===== src/logic/dram_ctl_defines.svh =====
// timing and geometry constants for the strobe-driven memory controller
`ifndef DRAM_CTL_DEFINES_SVH
`define DRAM_CTL_DEFINES_SVH
`define CLK_PERIOD_NS 10
`define ADDR_BITS 10
`define DATA_BITS 4
`define ROW_COUNT 1024
`define REFRESH_WINDOW_NS 16000000
`define POWERUP_PAUSE_NS 200000
`define INIT_CYCLES 8
// strobe phase lengths, least times rounded up to whole cycles
`define PRECHARGE_NS 60
`define PRECHARGE_CYC ((`PRECHARGE_NS + `CLK_PERIOD_NS - 1) / `CLK_PERIOD_NS)
`define ROW_HOLD_NS 20
`define ROW_HOLD_CYC ((`ROW_HOLD_NS + `CLK_PERIOD_NS - 1) / `CLK_PERIOD_NS)
`define COL_LOW_NS 40
`define COL_LOW_CYC ((`COL_LOW_NS + `CLK_PERIOD_NS - 1) / `CLK_PERIOD_NS)
`define COL_HIGH_NS 10
`define COL_HIGH_CYC ((`COL_HIGH_NS + `CLK_PERIOD_NS - 1) / `CLK_PERIOD_NS)
`define ROW_LOW_NS 80
`define ROW_LOW_CYC ((`ROW_LOW_NS + `CLK_PERIOD_NS - 1) / `CLK_PERIOD_NS)
`define COL_LEAD_NS 10
`define COL_LEAD_CYC ((`COL_LEAD_NS + `CLK_PERIOD_NS - 1) / `CLK_PERIOD_NS)
// extra column-low cycles on reads so returned data clears the three-stage input synchroniser
`define SYNC_CYC 3
// refresh interval per row, longest time rounded down
`define REFRESH_EVERY_CYC (`REFRESH_WINDOW_NS / `ROW_COUNT / `CLK_PERIOD_NS)
`define POWERUP_CYC (`POWERUP_PAUSE_NS / `CLK_PERIOD_NS)
`endif


===== src/logic/dram_ctl_pkg.sv =====
// types shared by the memory controller
package dram_ctl_pkg;
	typedef struct packed {
		logic row_strobe_n;
		logic col_strobe_n;
		logic write_sel_n;
		logic out_gate_n;
		logic [9:0] multiplexed_addr_pins;
	} dram_pins_t;
	typedef struct packed {
		logic write;
		logic [19:0] addr;
		logic [3:0] wdata;
	} dram_req_t;
	typedef enum logic [3:0] {
		ST_POWERUP = 4'h0,
		ST_IDLE = 4'h1,
		ST_ROW = 4'h3,
		ST_COL = 4'h2,
		ST_COLHI = 4'h6,
		ST_CLOSE = 4'h7,
		ST_PRE = 4'h5,
		ST_RF_LEAD = 4'h4,
		ST_RF_ROW = 4'hc
	} dram_state_t;
endpackage : dram_ctl_pkg


===== src/logic/dram_ctl.sv =====
// host-side controller driving a 1M x 4 strobe-addressed dynamic memory
`include "dram_ctl_defines.svh"
//
// Functional notes
// twenty-bit address sent as ten row bits then ten column bits.
// address driven stable before each strobe falls.
// device passes column address while column strobe high, holds it after fall.
// page mode keeps row open and walks successive columns.
// read data sampled after the column strobe access time.
// write select high means read, low means write.
// device ignores data pins during reads.
// early write: write select falls before column strobe, outputs float.
// device drives data only while column strobe and output gate low.
// device drives only with both strobes and output gate low; the model keeps driving with the row strobe high during a hidden refresh.
// read data has the polarity of the written data, unlatched.
// device latches address and write data at the capture points.
// raise output gate before driving data for a write.
// refresh all 1024 rows within 16 ms.
// ordinary cycles refresh the row they open.
// row-only refresh keeps column strobe high.
// hidden refresh keeps column strobe low, device ignores address.
// column-first refresh lowers column strobe before row strobe.
// device takes the refresh row from its own counter.
// wait 200 us then eight init cycles including a refresh.
// device counter advances one row per column-first refresh.
module dram_ctl
	import dram_ctl_pkg::*;
#(
	parameter int POWERUP_CYCLES = `POWERUP_CYC,
	parameter int REFRESH_CYCLES = `REFRESH_EVERY_CYC
) (
	input wire logic clk,
	input wire logic reset_n,
	input wire logic req_valid,
	output logic req_ready,
	input wire dram_req_t req,
	output logic rsp_valid,
	output logic [3:0] rsp_data,
	output logic init_done,
	output dram_pins_t pins,
	input wire logic [3:0] data_pins_i,
	output logic [3:0] data_pins_o,
	output logic data_pins_oe
);
	////////////////////////////////////////////////////////////////////////
	dram_state_t state_q;
	logic [15:0] wait_q;
	logic [17:0] pwr_q;
	logic [15:0] rf_timer_q;
	logic rf_due_q;
	logic [3:0] init_q;
	logic [9:0] open_row_q;
	logic row_open_q;
	logic write_q;
	logic [9:0] col_q;
	logic [3:0] wdata_q;
	logic [3:0] s1_q, s2_q, s3_q;
	logic [3:0] rdata_stable;
	logic in_init;
	logic take;
	logic page_hit;

	assign in_init = (init_q != 4'(`INIT_CYCLES));
	assign init_done = !in_init;
	assign page_hit = row_open_q && (req.addr[19:10] == open_row_q);
	// new work is accepted between columns of an open row or from idle
	// between columns only a same-row request is taken, and only once the strobe high time is over
	assign req_ready = init_done && !rf_due_q &&
		(state_q == ST_IDLE || (state_q == ST_COLHI && wait_q == '0 && page_hit));
	assign take = req_valid && req_ready;

	////////////////////////////////////////////////////////////////////////
	// data pin input: three stages, a change counts when stages two and three agree
	always_ff @(posedge clk) begin
		s1_q <= data_pins_i;
		s2_q <= s1_q;
		s3_q <= s2_q;
	end
	assign rdata_stable = (s2_q == s3_q) ? s3_q : rsp_data;

	////////////////////////////////////////////////////////////////////////
	always_ff @(posedge clk) begin
		if (!reset_n) begin
			pwr_q <= '0;
		end else if (pwr_q != 18'(POWERUP_CYCLES)) begin
			pwr_q <= pwr_q + 18'h1;
		end
	end

	// refresh pacing; one column-first cycle per interval covers all rows in time
	always_ff @(posedge clk) begin
		if (!reset_n) begin
			rf_timer_q <= '0;
			rf_due_q <= 1'b0;
		end else begin
			if (rf_timer_q == 16'(REFRESH_CYCLES - 1)) begin
				rf_timer_q <= '0;
			end else begin
				rf_timer_q <= rf_timer_q + 16'h1;
			end
			// set wins over the clear taken at refresh start
			if (rf_timer_q == 16'(REFRESH_CYCLES - 1)) begin
				rf_due_q <= 1'b1;
			end else if (state_q == ST_RF_LEAD && wait_q == '0) begin
				rf_due_q <= 1'b0;
			end
		end
	end

	////////////////////////////////////////////////////////////////////////
	always_ff @(posedge clk) begin
		if (!reset_n) begin
			state_q <= ST_POWERUP;
			wait_q <= '0;
			init_q <= '0;
			row_open_q <= 1'b0;
			open_row_q <= '0;
			write_q <= 1'b0;
			col_q <= '0;
			wdata_q <= '0;
			pins <= '{row_strobe_n: 1'b1, col_strobe_n: 1'b1, write_sel_n: 1'b1, out_gate_n: 1'b1,
				multiplexed_addr_pins: 10'h000};
			data_pins_o <= '0;
			data_pins_oe <= 1'b0;
			rsp_valid <= 1'b0;
			rsp_data <= '0;
		end else begin
			rsp_valid <= 1'b0;
			if (wait_q != '0) begin
				wait_q <= wait_q - 16'h1;
			end
			case (state_q)
			ST_POWERUP: begin
				if (pwr_q == 18'(POWERUP_CYCLES)) begin
					state_q <= ST_PRE;
					wait_q <= 16'(`PRECHARGE_CYC);
				end
			end
			ST_IDLE: begin
				if (in_init || rf_due_q) begin
					// column-first refresh: column strobe leads the row strobe
					pins.col_strobe_n <= 1'b0;
					pins.write_sel_n <= 1'b1;
					state_q <= ST_RF_LEAD;
					wait_q <= 16'(`COL_LEAD_CYC);
				end else if (take) begin
					// row address on the pins one cycle before the row strobe
					pins.multiplexed_addr_pins <= req.addr[19:10];
					open_row_q <= req.addr[19:10];
					col_q <= req.addr[9:0];
					write_q <= req.write;
					wdata_q <= req.wdata;
					state_q <= ST_ROW;
					wait_q <= 16'(`ROW_HOLD_CYC);
				end
			end
			ST_ROW: begin
				// column strobe still high: the row phase alone refreshes the row we supplied
				pins.row_strobe_n <= 1'b0;
				row_open_q <= 1'b1;
				if (!pins.row_strobe_n && wait_q == '0) begin
					// column address flows through before the column strobe falls
					pins.multiplexed_addr_pins <= col_q;
					pins.write_sel_n <= !write_q;
					pins.out_gate_n <= write_q;
					data_pins_o <= wdata_q;
					data_pins_oe <= write_q;
					state_q <= ST_COL;
					// reads keep the column open until the synchroniser has settled
					wait_q <= write_q ? 16'(`COL_LOW_CYC) : 16'(`COL_LOW_CYC + `SYNC_CYC);
				end
			end
			ST_COL: begin
				pins.col_strobe_n <= 1'b0;
				if (!pins.col_strobe_n && wait_q == '0) begin
					if (!write_q) begin
						rsp_valid <= 1'b1;
						rsp_data <= rdata_stable;
					end
					pins.col_strobe_n <= 1'b1;
					pins.out_gate_n <= 1'b1;
					pins.write_sel_n <= 1'b1;
					data_pins_oe <= 1'b0;
					state_q <= ST_COLHI;
					wait_q <= 16'(`COL_HIGH_CYC);
				end
			end
			ST_COLHI: begin
				if (take && page_hit && wait_q == '0) begin
					// page mode: same row, next column
					pins.multiplexed_addr_pins <= req.addr[9:0];
					col_q <= req.addr[9:0];
					write_q <= req.write;
					pins.write_sel_n <= !req.write;
					pins.out_gate_n <= req.write;
					data_pins_o <= req.wdata;
					data_pins_oe <= req.write;
					state_q <= ST_COL;
					wait_q <= req.write ? 16'(`COL_LOW_CYC) : 16'(`COL_LOW_CYC + `SYNC_CYC);
				end else if (wait_q == '0 && (!req_valid || !page_hit || rf_due_q)) begin
					state_q <= ST_CLOSE;
				end
			end
			ST_CLOSE: begin
				pins.row_strobe_n <= 1'b1;
				row_open_q <= 1'b0;
				state_q <= ST_PRE;
				wait_q <= 16'(`PRECHARGE_CYC);
			end
			ST_PRE: begin
				if (wait_q == '0) begin
					state_q <= ST_IDLE;
				end
			end
			ST_RF_LEAD: begin
				if (wait_q == '0) begin
					pins.row_strobe_n <= 1'b0;
					state_q <= ST_RF_ROW;
					wait_q <= 16'(`ROW_LOW_CYC);
				end
			end
			ST_RF_ROW: begin
				if (wait_q == '0) begin
					pins.row_strobe_n <= 1'b1;
					pins.col_strobe_n <= 1'b1;
					if (in_init) begin
						init_q <= init_q + 4'h1;
					end
					state_q <= ST_PRE;
					wait_q <= 16'(`PRECHARGE_CYC);
				end
			end
			default: begin
				state_q <= ST_IDLE;
			end
			endcase
		end
	end

	////////////////////////////////////////////////////////////////////////
	chk_refresh_lead: assert property (@(posedge clk) disable iff (!reset_n)
		(state_q == ST_RF_LEAD && wait_q == '0) |=> !pins.row_strobe_n && !pins.col_strobe_n)
		else $error("refresh row strobe without leading column strobe");
	chk_gate_before_drive: assert property (@(posedge clk) disable iff (!reset_n)
		data_pins_oe |-> pins.out_gate_n && (!$rose(data_pins_oe) || $past(pins.out_gate_n)))
		else $error("data driven with output gate low");
	chk_write_sel_early: assert property (@(posedge clk) disable iff (!reset_n)
		$fell(pins.col_strobe_n) && data_pins_oe |-> !pins.write_sel_n && $past(!pins.write_sel_n))
		else $error("write select not ahead of column strobe");
	chk_col_addr_stable: assert property (@(posedge clk) disable iff (!reset_n)
		$fell(pins.col_strobe_n) && state_q == ST_COL |-> $stable(pins.multiplexed_addr_pins))
		else $error("address moved at column strobe");
	chk_row_before_col: assert property (@(posedge clk) disable iff (!reset_n)
		$fell(pins.col_strobe_n) && state_q == ST_COL |-> !pins.row_strobe_n)
		else $error("column strobe with row closed");
	chk_read_resp: assert property (@(posedge clk) disable iff (!reset_n)
		rsp_valid |-> $past(!pins.col_strobe_n, 1) && $past(!pins.out_gate_n, 1))
		else $error("read data taken without strobe and gate low");
	chk_refresh_served: assert property (@(posedge clk) disable iff (!reset_n)
		$rose(rf_due_q) && init_done |-> ##[1:60] (state_q == ST_RF_LEAD))
		else $error("refresh not started in time");
	chk_init_gate: assert property (@(posedge clk) disable iff (!reset_n)
		!init_done |-> !req_ready)
		else $error("request accepted before initialisation");
	cov_read: cover property (@(posedge clk) disable iff (!reset_n) rsp_valid);
	cov_page: cover property (@(posedge clk) disable iff (!reset_n) state_q == ST_COLHI ##[1:4] state_q == ST_COL);
	cov_refresh: cover property (@(posedge clk) disable iff (!reset_n) state_q == ST_RF_ROW && init_done);
endmodule : dram_ctl


===== config.mk =====
export PLATFORM = sky130hd
export DESIGN_NAME = dram_ctl
export DESIGN_NICKNAME = d
export VERILOG_FILES = /design/src/logic/dram_ctl_pkg.sv /design/src/logic/dram_ctl.sv
export VERILOG_INCLUDE_DIRS = /design/src /design/src/logic
export SDC_FILE = /design/constraint.sdc
export NUM_CORES = 1
export LEC_CHECK = 0
export BUFFER_PORTS_ARGS = -buffer_cell sky130_fd_sc_hd__buf_2
export CAP_MARGIN = 20
export CORE_ASPECT_RATIO = 0.8
export CORE_MARGIN = 8
export CORE_UTILIZATION = 53
export CTS_CLUSTER_DIAMETER = 60
export DETAILED_ROUTE_END_ITERATION = 7
export GPL_ROUTABILITY_DRIVEN = 0
export PLACE_DENSITY = 0.76
export SLEW_MARGIN = 5
export SYNTH_ARGS = -nofsm -noshare
export SYNTH_HDL_FRONTEND = slang
export SYNTH_SLANG_ARGS = --single-unit

===== constraint.sdc =====
create_clock -name clk -period 2.62 [get_ports clk]
set_clock_uncertainty 0.05 [all_clocks]
set_input_delay 0.262 -clock clk [delete_from_list [all_inputs] [get_ports clk]]
set_output_delay 0.262 -clock clk [all_outputs]
set_load 0.005 [all_outputs]

==> results of run 1 <==
power groups by stage:
stage	sequential (mW)	combinational [mW]	clock, mW
3_5_place_dp	2.35	2.49	0
4_1_cts	2.33	2.62	2.45
2_1_floorplan	2.27	1.85	0
6_report	2.36	2.91	2.42
5_1_grt	2.39	3.15	2.55
3_3_place_gp	2.34	2.44	0
tightest hold or removal path: stages:
cell and delay [ns]:
buf_2 0.10, nand2_1 0.05, mux2i_1 0.05
Yosys cell counts (8+ instances only):
library cell / count / area [um^2]
xor2_1: 32 / 280.3
nand2_1: 55 / 206.5
nor3_1: 17 / 85.08
a21oi_1: 43 / 215.2
nor4_1: 17 / 106.4
o22ai_1: 8 / 50.05
dfxtp_1: 121 / 2422
nor2_1: 100 / 375.4
o21ai_0: 22 / 110.1
a22o_1: 10 / 87.58
ha_1: 8 / 100.1
nand4_1: 9 / 56.30
nand3_1: 19 / 95.09
clkbuf_1: 28 / 105.1
mux2i_1: 32 / 320.3
inv_1: 17 / 63.81
a311oi_1: 10 / 87.58
xnor2_1: 22 / 192.7
kinds of logic after synthesis:
family                   count (synthesis)  synth area share [%]
adder cells (fa/ha/maj)                  9                 1.896
AND/OR/NAND/NOR                        268                 23.44
XOR/XNOR                                54                 8.145
buffers and inverters                   54                 3.921
AO/OA/AOI/OAI                          131                 15.36
multiplexers                            32                 5.516
flip-flops                             121                 41.72
final cells by class:
type / instances / area, um^2
flip-flops and latches: 121 / 2427
fillers: 852 / 3550
inverters: 20 / 77.57
multi-input cells: 494 / 3238
repair buffers: 105 / 666.9
clock buffers: 19 / 452.9
well taps: 144 / 180.2
clock inverters: 13 / 170.2
path summary, 6_finish.rpt:
check | startpoint | end | slack, ns | cells after the start
worst max register to register | wait_q[9]$_SDFF_PN0_ | wait_q[9]$_SDFF_PN0_ | 0.05 | 8
worst min register to register | s1_q[0]$_DFF_P_ | s2_q[0]$_DFF_P_ | 0.28 | 0
worst max-delay path | wait_q[9]$_SDFF_PN0_ | wait_q[9]$_SDFF_PN0_ | 0.05 | 8
worst min-delay path | req[6] | col_q[2]$_SDFFE_PN0P_ | 0.05 | 3
layer usage:
metal / GRT usage (%) / vias up / wire length, um
met5: 0 / - / 0
met4: 10.75 / 0 / 391
met3: 5.799 / 50 / 1158
met2: 32.57 / 236 / 6609
met1: 25.09 / 2448 / 6679
li1: - / 2579 / -
registers in the layout, summed over array words and instances, names as in the netlist, 4 cells and up:
register / flops
init_q: 4
pwr_q: 18
s2_q: 4
wdata_q: 4
col_q: 10
data_pins_o: 4
rf_timer_q: 16
s3_q: 4
s1_q: 4
rsp_data: 4
state_q: 4
wait_q: 16
open_row_q: 10
pins: 14
what timing repair did:
action / CTS / global route
hold buffers: 4 / 0
hold endpoints to repair: 4 / 0
pin swaps: 2 / 9
cloned: 0 / 1
setup endpoints to repair: 2 / 28
resized for setup: 7 / 15
buffers inserted: 3 / 6
==> metrics.txt, run 1 <==
All-Layer GR Usage=20.47%; TritonCTS Buffers=17; Die ar.=0.01458 mm^2; Setup CP Type=flop to flop; synth-to-layout area growth=24.22%; critical path's top delay family=simple AND/OR/NAND/NOR gates; final hold violations=0; max_cap viols=0; relative slew slack=53.40%; initial antenna violation count=0; post-route ant nets=0; DP Cell Count=870; Syn Inst Count=669; final worst slack=0.04659 ns; Initial DRC Count=470; final-report setup violation count=0; largest net degree at the start of global routing=41; CP max stage cell=or4_4; Synth async-reset ratio=0%; DP Worst Slack=0.02288 ns; Sequential Power Share=30.7%; CP required=2.87 ns; Clock Latency Late Sink=0.42 ns; most common cell after layout, fill and taps aside=dfxtp_1; Placeable Area=0.01076 mm^2; # nets final=799; crit path max fanout=6; Ys Warns=0; critical path launch point type=flop; hold crit path type=primary input to flop; Die W=133.0 um; Syn Nets=709; Power, Total=7.694 mW; cell chain of the critical path=nor4_4 > buf_4 > nand4_4 > o21ba_4 > or4_4 > o41ai_4 > buf_4 > nor2_1; post-synthesis sequential area ratio=41.72%; Net Sw Frac=35.42%; syn_area_per_cell=8.680 um^2; CTS sink cnt=121; DRC errors left=0; Pint=4.969 mW; share of cells above drive strength 1=20.73%; vias=5,313; IO Count=58; fmax=0.3886 GHz; Synth Flop Type=dfxtp_1; Final Non-Filler Cells=916; input/output buffers=57; hpwl dp=10.17 mm; Cell variety after synth=70; endpoint type of the worst setup path=flop; Power Dens Cells=1067 mW/mm^2; Inserted Diodes=0; worst hold slack=0.05253 ns; Max Slew Vio Count=0; Final Cell Area=0.007213 mm^2; most frequent cells in the layout=dfxtp_1, nor2_1, buf_2; H-tree depth=4; switching pwr=2.725 mW; Reg clk slew, reported paths=0.06 ns; setup TNS=0 ns; final wirelength=14.84 mm; crit path DAT=2.83 ns; Worst VDD drop=824.2 uV; Initial Utilization=53.95%; Final min period=2.573 ns; Vias/cell=5.800; wire per inst=16.20 um; Worst-Margin Slew=0.6964 ns; final design utilization=67.02%; clock tree buffer depth=2; number of global-route vias before repair=5,076; global-route wire length before repair=24.35 mm; cell repeated most along the worst path=buf_4; FF+latch count, synth=121; status=finished, final reports clean; total congestion overflow=0; Root Driver=clkbuf_16; Crit path buffers/inverters=2; Comb pwr share=37.8%; Post-synth EDFFs=0; post-synthesis cell area=0.005807 mm^2; CTS tree=yes; row cnt=34; Clock Power Share=31.4%; max incr delay on CP=0.58 ns; fin crit share=98.22%; drt first pass iters=5; Pleak=2.835 nW; die height=109.6 um; placed inst area=0.006386 mm^2
(Power assumes the default switching activity.)
==> run 2: changes to the inputs <==
Settings changed: CORE_UTILIZATION 53 to 50, PLACE_DENSITY 0.76 to 0.72.
==> run 2 against run 1 <==
  * Setup slack worse by 0.0080 ns
  * Non-clock buffer count down 4
  * Register-to-register slack about the same
  * Cell count unchanged
  * Combinational power down 5%
  * Final area down 0.73%
  * Worst hold slack better by 0.011 ns
  * Via count down 0.66%
  * Flip-flop and latch count unchanged
  * Sequential share of layout area up 0.25 points
==> metrics.txt, run 2 (synthesized netlist as in run 1, its figures left out) <==
initial antenna violation count=0 (unchanged); RR Startpoint=wait_q[0]$_SDFF_PN0_; max_cap viols=0 (unchanged); Crit path buffers/inverters=2 (unchanged); Worst VDD drop=568.3 uV (-31%); R2R Path End=wait_q[8]$_SDFF_PN0_; CTS sink cnt=121 (unchanged); final wirelength=15.00 mm (+1.1%); hold endpoint=col_q[6]$_SDFFE_PN0P_; relative slew slack=51.61% (-1.8 points); r2r setup slk=0.04 ns (about the same); CP required=2.88 ns (about the same); die height=112.4 um (+2.5%); max reg flops=18 (unchanged); total congestion overflow=0 (unchanged); Placeable Area=0.01143 mm^2 (+6.2%); H-tree depth=4 (unchanged); # nets final=795 (-0.50%); hold crit path type=primary input to flop; Initial DRC Count=477 (+1.5%); Pleak=2.815 nW (-0.70%); endpoint type of the worst setup path=flop; CTS tree=yes; critical path's top delay family=simple AND/OR/NAND/NOR gates; critical path launch point type=flop; Power Dens Cells=1059 mW/mm^2 (-0.69%); drt first pass iters=5 (unchanged); synth-to-layout area growth=23.31%; Hold Path Cell Cnt=3 (unchanged); placed inst area=0.006399 mm^2 (+0.20%); Met1 Wirelength=6.643 mm (-0.54%); detailed route wirelength on metal3=1.332 mm (+15%); most common cell after layout, fill and taps aside=dfxtp_1; met2 wire length=6.653 mm (+0.67%); Reg clk slew, reported paths=0.06 ns (about the same); Final Cell Area=0.007161 mm^2 (-0.73%); final design utilization=62.65% (-4.4 points); Inserted Diodes=0 (unchanged); max incr delay on CP=0.58 ns (about the same); Setup CP Type=flop to flop; input/output buffers=57 (unchanged); Die W=136.5 um (+2.6%); Worst-Margin Slew=0.7231 ns (+0.02671 ns); crit path DAT=2.84 ns (about the same); share of cells above drive strength 1=20.18% (-0.54 points); Initial Utilization=50.80% (-3.1 points); Root Driver=clkbuf_16; clock tree buffer depth=2 (unchanged); final hold violations=0 (unchanged); wire per inst=16.37 um (+1.1%); crit path max fanout=6 (unchanged); DP Cell Count=875 (+0.57%); DRC errors left=0 (unchanged); final-report setup violation count=0 (unchanged); most frequent cells in the layout=dfxtp_1, nor2_1, buf_2; global-route wire length before repair=23.94 mm (-1.7%); largest net degree at the start of global routing=41 (unchanged); CP max stage cell=or4_4; fin crit share=98.53% (+0.31 points); status=finished, final reports clean; post-route ant nets=0 (unchanged); IO Count=58 (unchanged); TritonCTS Buffers=17 (unchanged); Vias/cell=5.762 (-0.66%); Die ar.=0.01534 mm^2 (+5.2%); vias=5,278 (-0.66%); Biggest register=pwr_q; Final min period=2.581 ns (+0.008044 ns); r2r worst-path depth=9 (+1); biggest regs=pwr_q x18, rf_timer_q x16, wait_q x16; number of global-route vias before repair=5,003 (-1.4%); All-Layer GR Usage=19.16% (-1.3 points); Max Slew Vio Count=0 (unchanged); cell chain of the critical path=inv_2 > ha_2 > nor3b_4 > nand4_2 > o21ba_4 > or4_4 > o41ai_4 > buf_4 > nor2_1; max layer used=met4; hpwl dp=10.42 mm (+2.5%); fmax=0.3874 GHz (-0.31%); Hold Crit Start=req[10]; Clock Latency Late Sink=0.41 ns (about the same); Final Non-Filler Cells=916 (unchanged); row cnt=35 (+2.9%)
-- run 2: repair_timing --
item | in CTS | in global routing
hold buffers | 4 | 0
endpoints found under the setup margin | 1 | 17
pin swaps | 0 | 5
cloned | 0 | 1
resized for setup | 3 | 12
buffers inserted | 0 | 4
hold endpoints to repair | 4 | 0
-- run 2: layout make-up --
cell class / count / area, um^2
Timing Repair Buffer: 101 / 629.4
Multi-Input combinational cell: 494 / 3199
Inverter: 20 / 75.07
Tap cell: 148 / 185.2
Fill cell: 936 / 4269
Clock buffer: 19 / 452.9
Sequential cell: 121 / 2427
Clock inverter: 13 / 191.4
-- run 2: stage by stage --
stage	setup slack (ns)	hold slack, ns	TNS [ns]	power (mW)
global placement	0.1299	0.2625	0	4.800
global route	-0.04253	0.06360	-0.2583	7.966
finish	0.03855	0.06376	0	7.585
floorplan	0.002115	0.2397	0	4.120
detailed placement	0.03379	0.2636	0	4.872
CTS	0.008978	0.05397	0	7.439
-- run 2: worst max path at each step --
stage | startpoint | end | slack, ns | cells after the start
2_1_floorplan | wait_q[0]$_SDFF_PN0_ | wait_q[0]$_SDFF_PN0_ | 0.002 | 11
3_5_place_dp | wait_q[0]$_SDFF_PN0_ | wait_q[7]$_SDFF_PN0_ | 0.03 | 9
5_1_grt | wait_q[0]$_SDFF_PN0_ | wait_q[8]$_SDFF_PN0_ | -0.04 | 9
3_3_place_gp | wait_q[0]$_SDFF_PN0_ | wait_q[8]$_SDFF_PN0_ | 0.13 | 9
4_1_cts | wait_q[0]$_SDFF_PN0_ | wait_q[11]$_SDFF_PN0_ | 0.009 | 9
6_report | wait_q[0]$_SDFF_PN0_ | wait_q[8]$_SDFF_PN0_ | 0.04 | 9
-- run 2: layer usage --
layer  global-route usage, %  vias up
met1                   24.59     2452
met3                   5.804       46
li1                        -     2554
met5                       0        -
met4                   7.232        0
met2                   29.49      226
-- run 2: report_power, final --
part	internal (mW)	switching (mW)
logic	1.21	1.55
clock network	1.65	0.864
registers	2.05	0.249
total	4.92	2.67
-- run 2: worst reg2reg max path: cells and delay by family (launching register included) --
family | cells | cell delay (ns)
adders and majority gates | 1 | 0.18
AOI/OAI and AO/OA | 2 | 0.58
buffers and inverters | 2 | 0.29
DFF | 1 | 0.33
and+or+nand+nor | 4 | 1.04
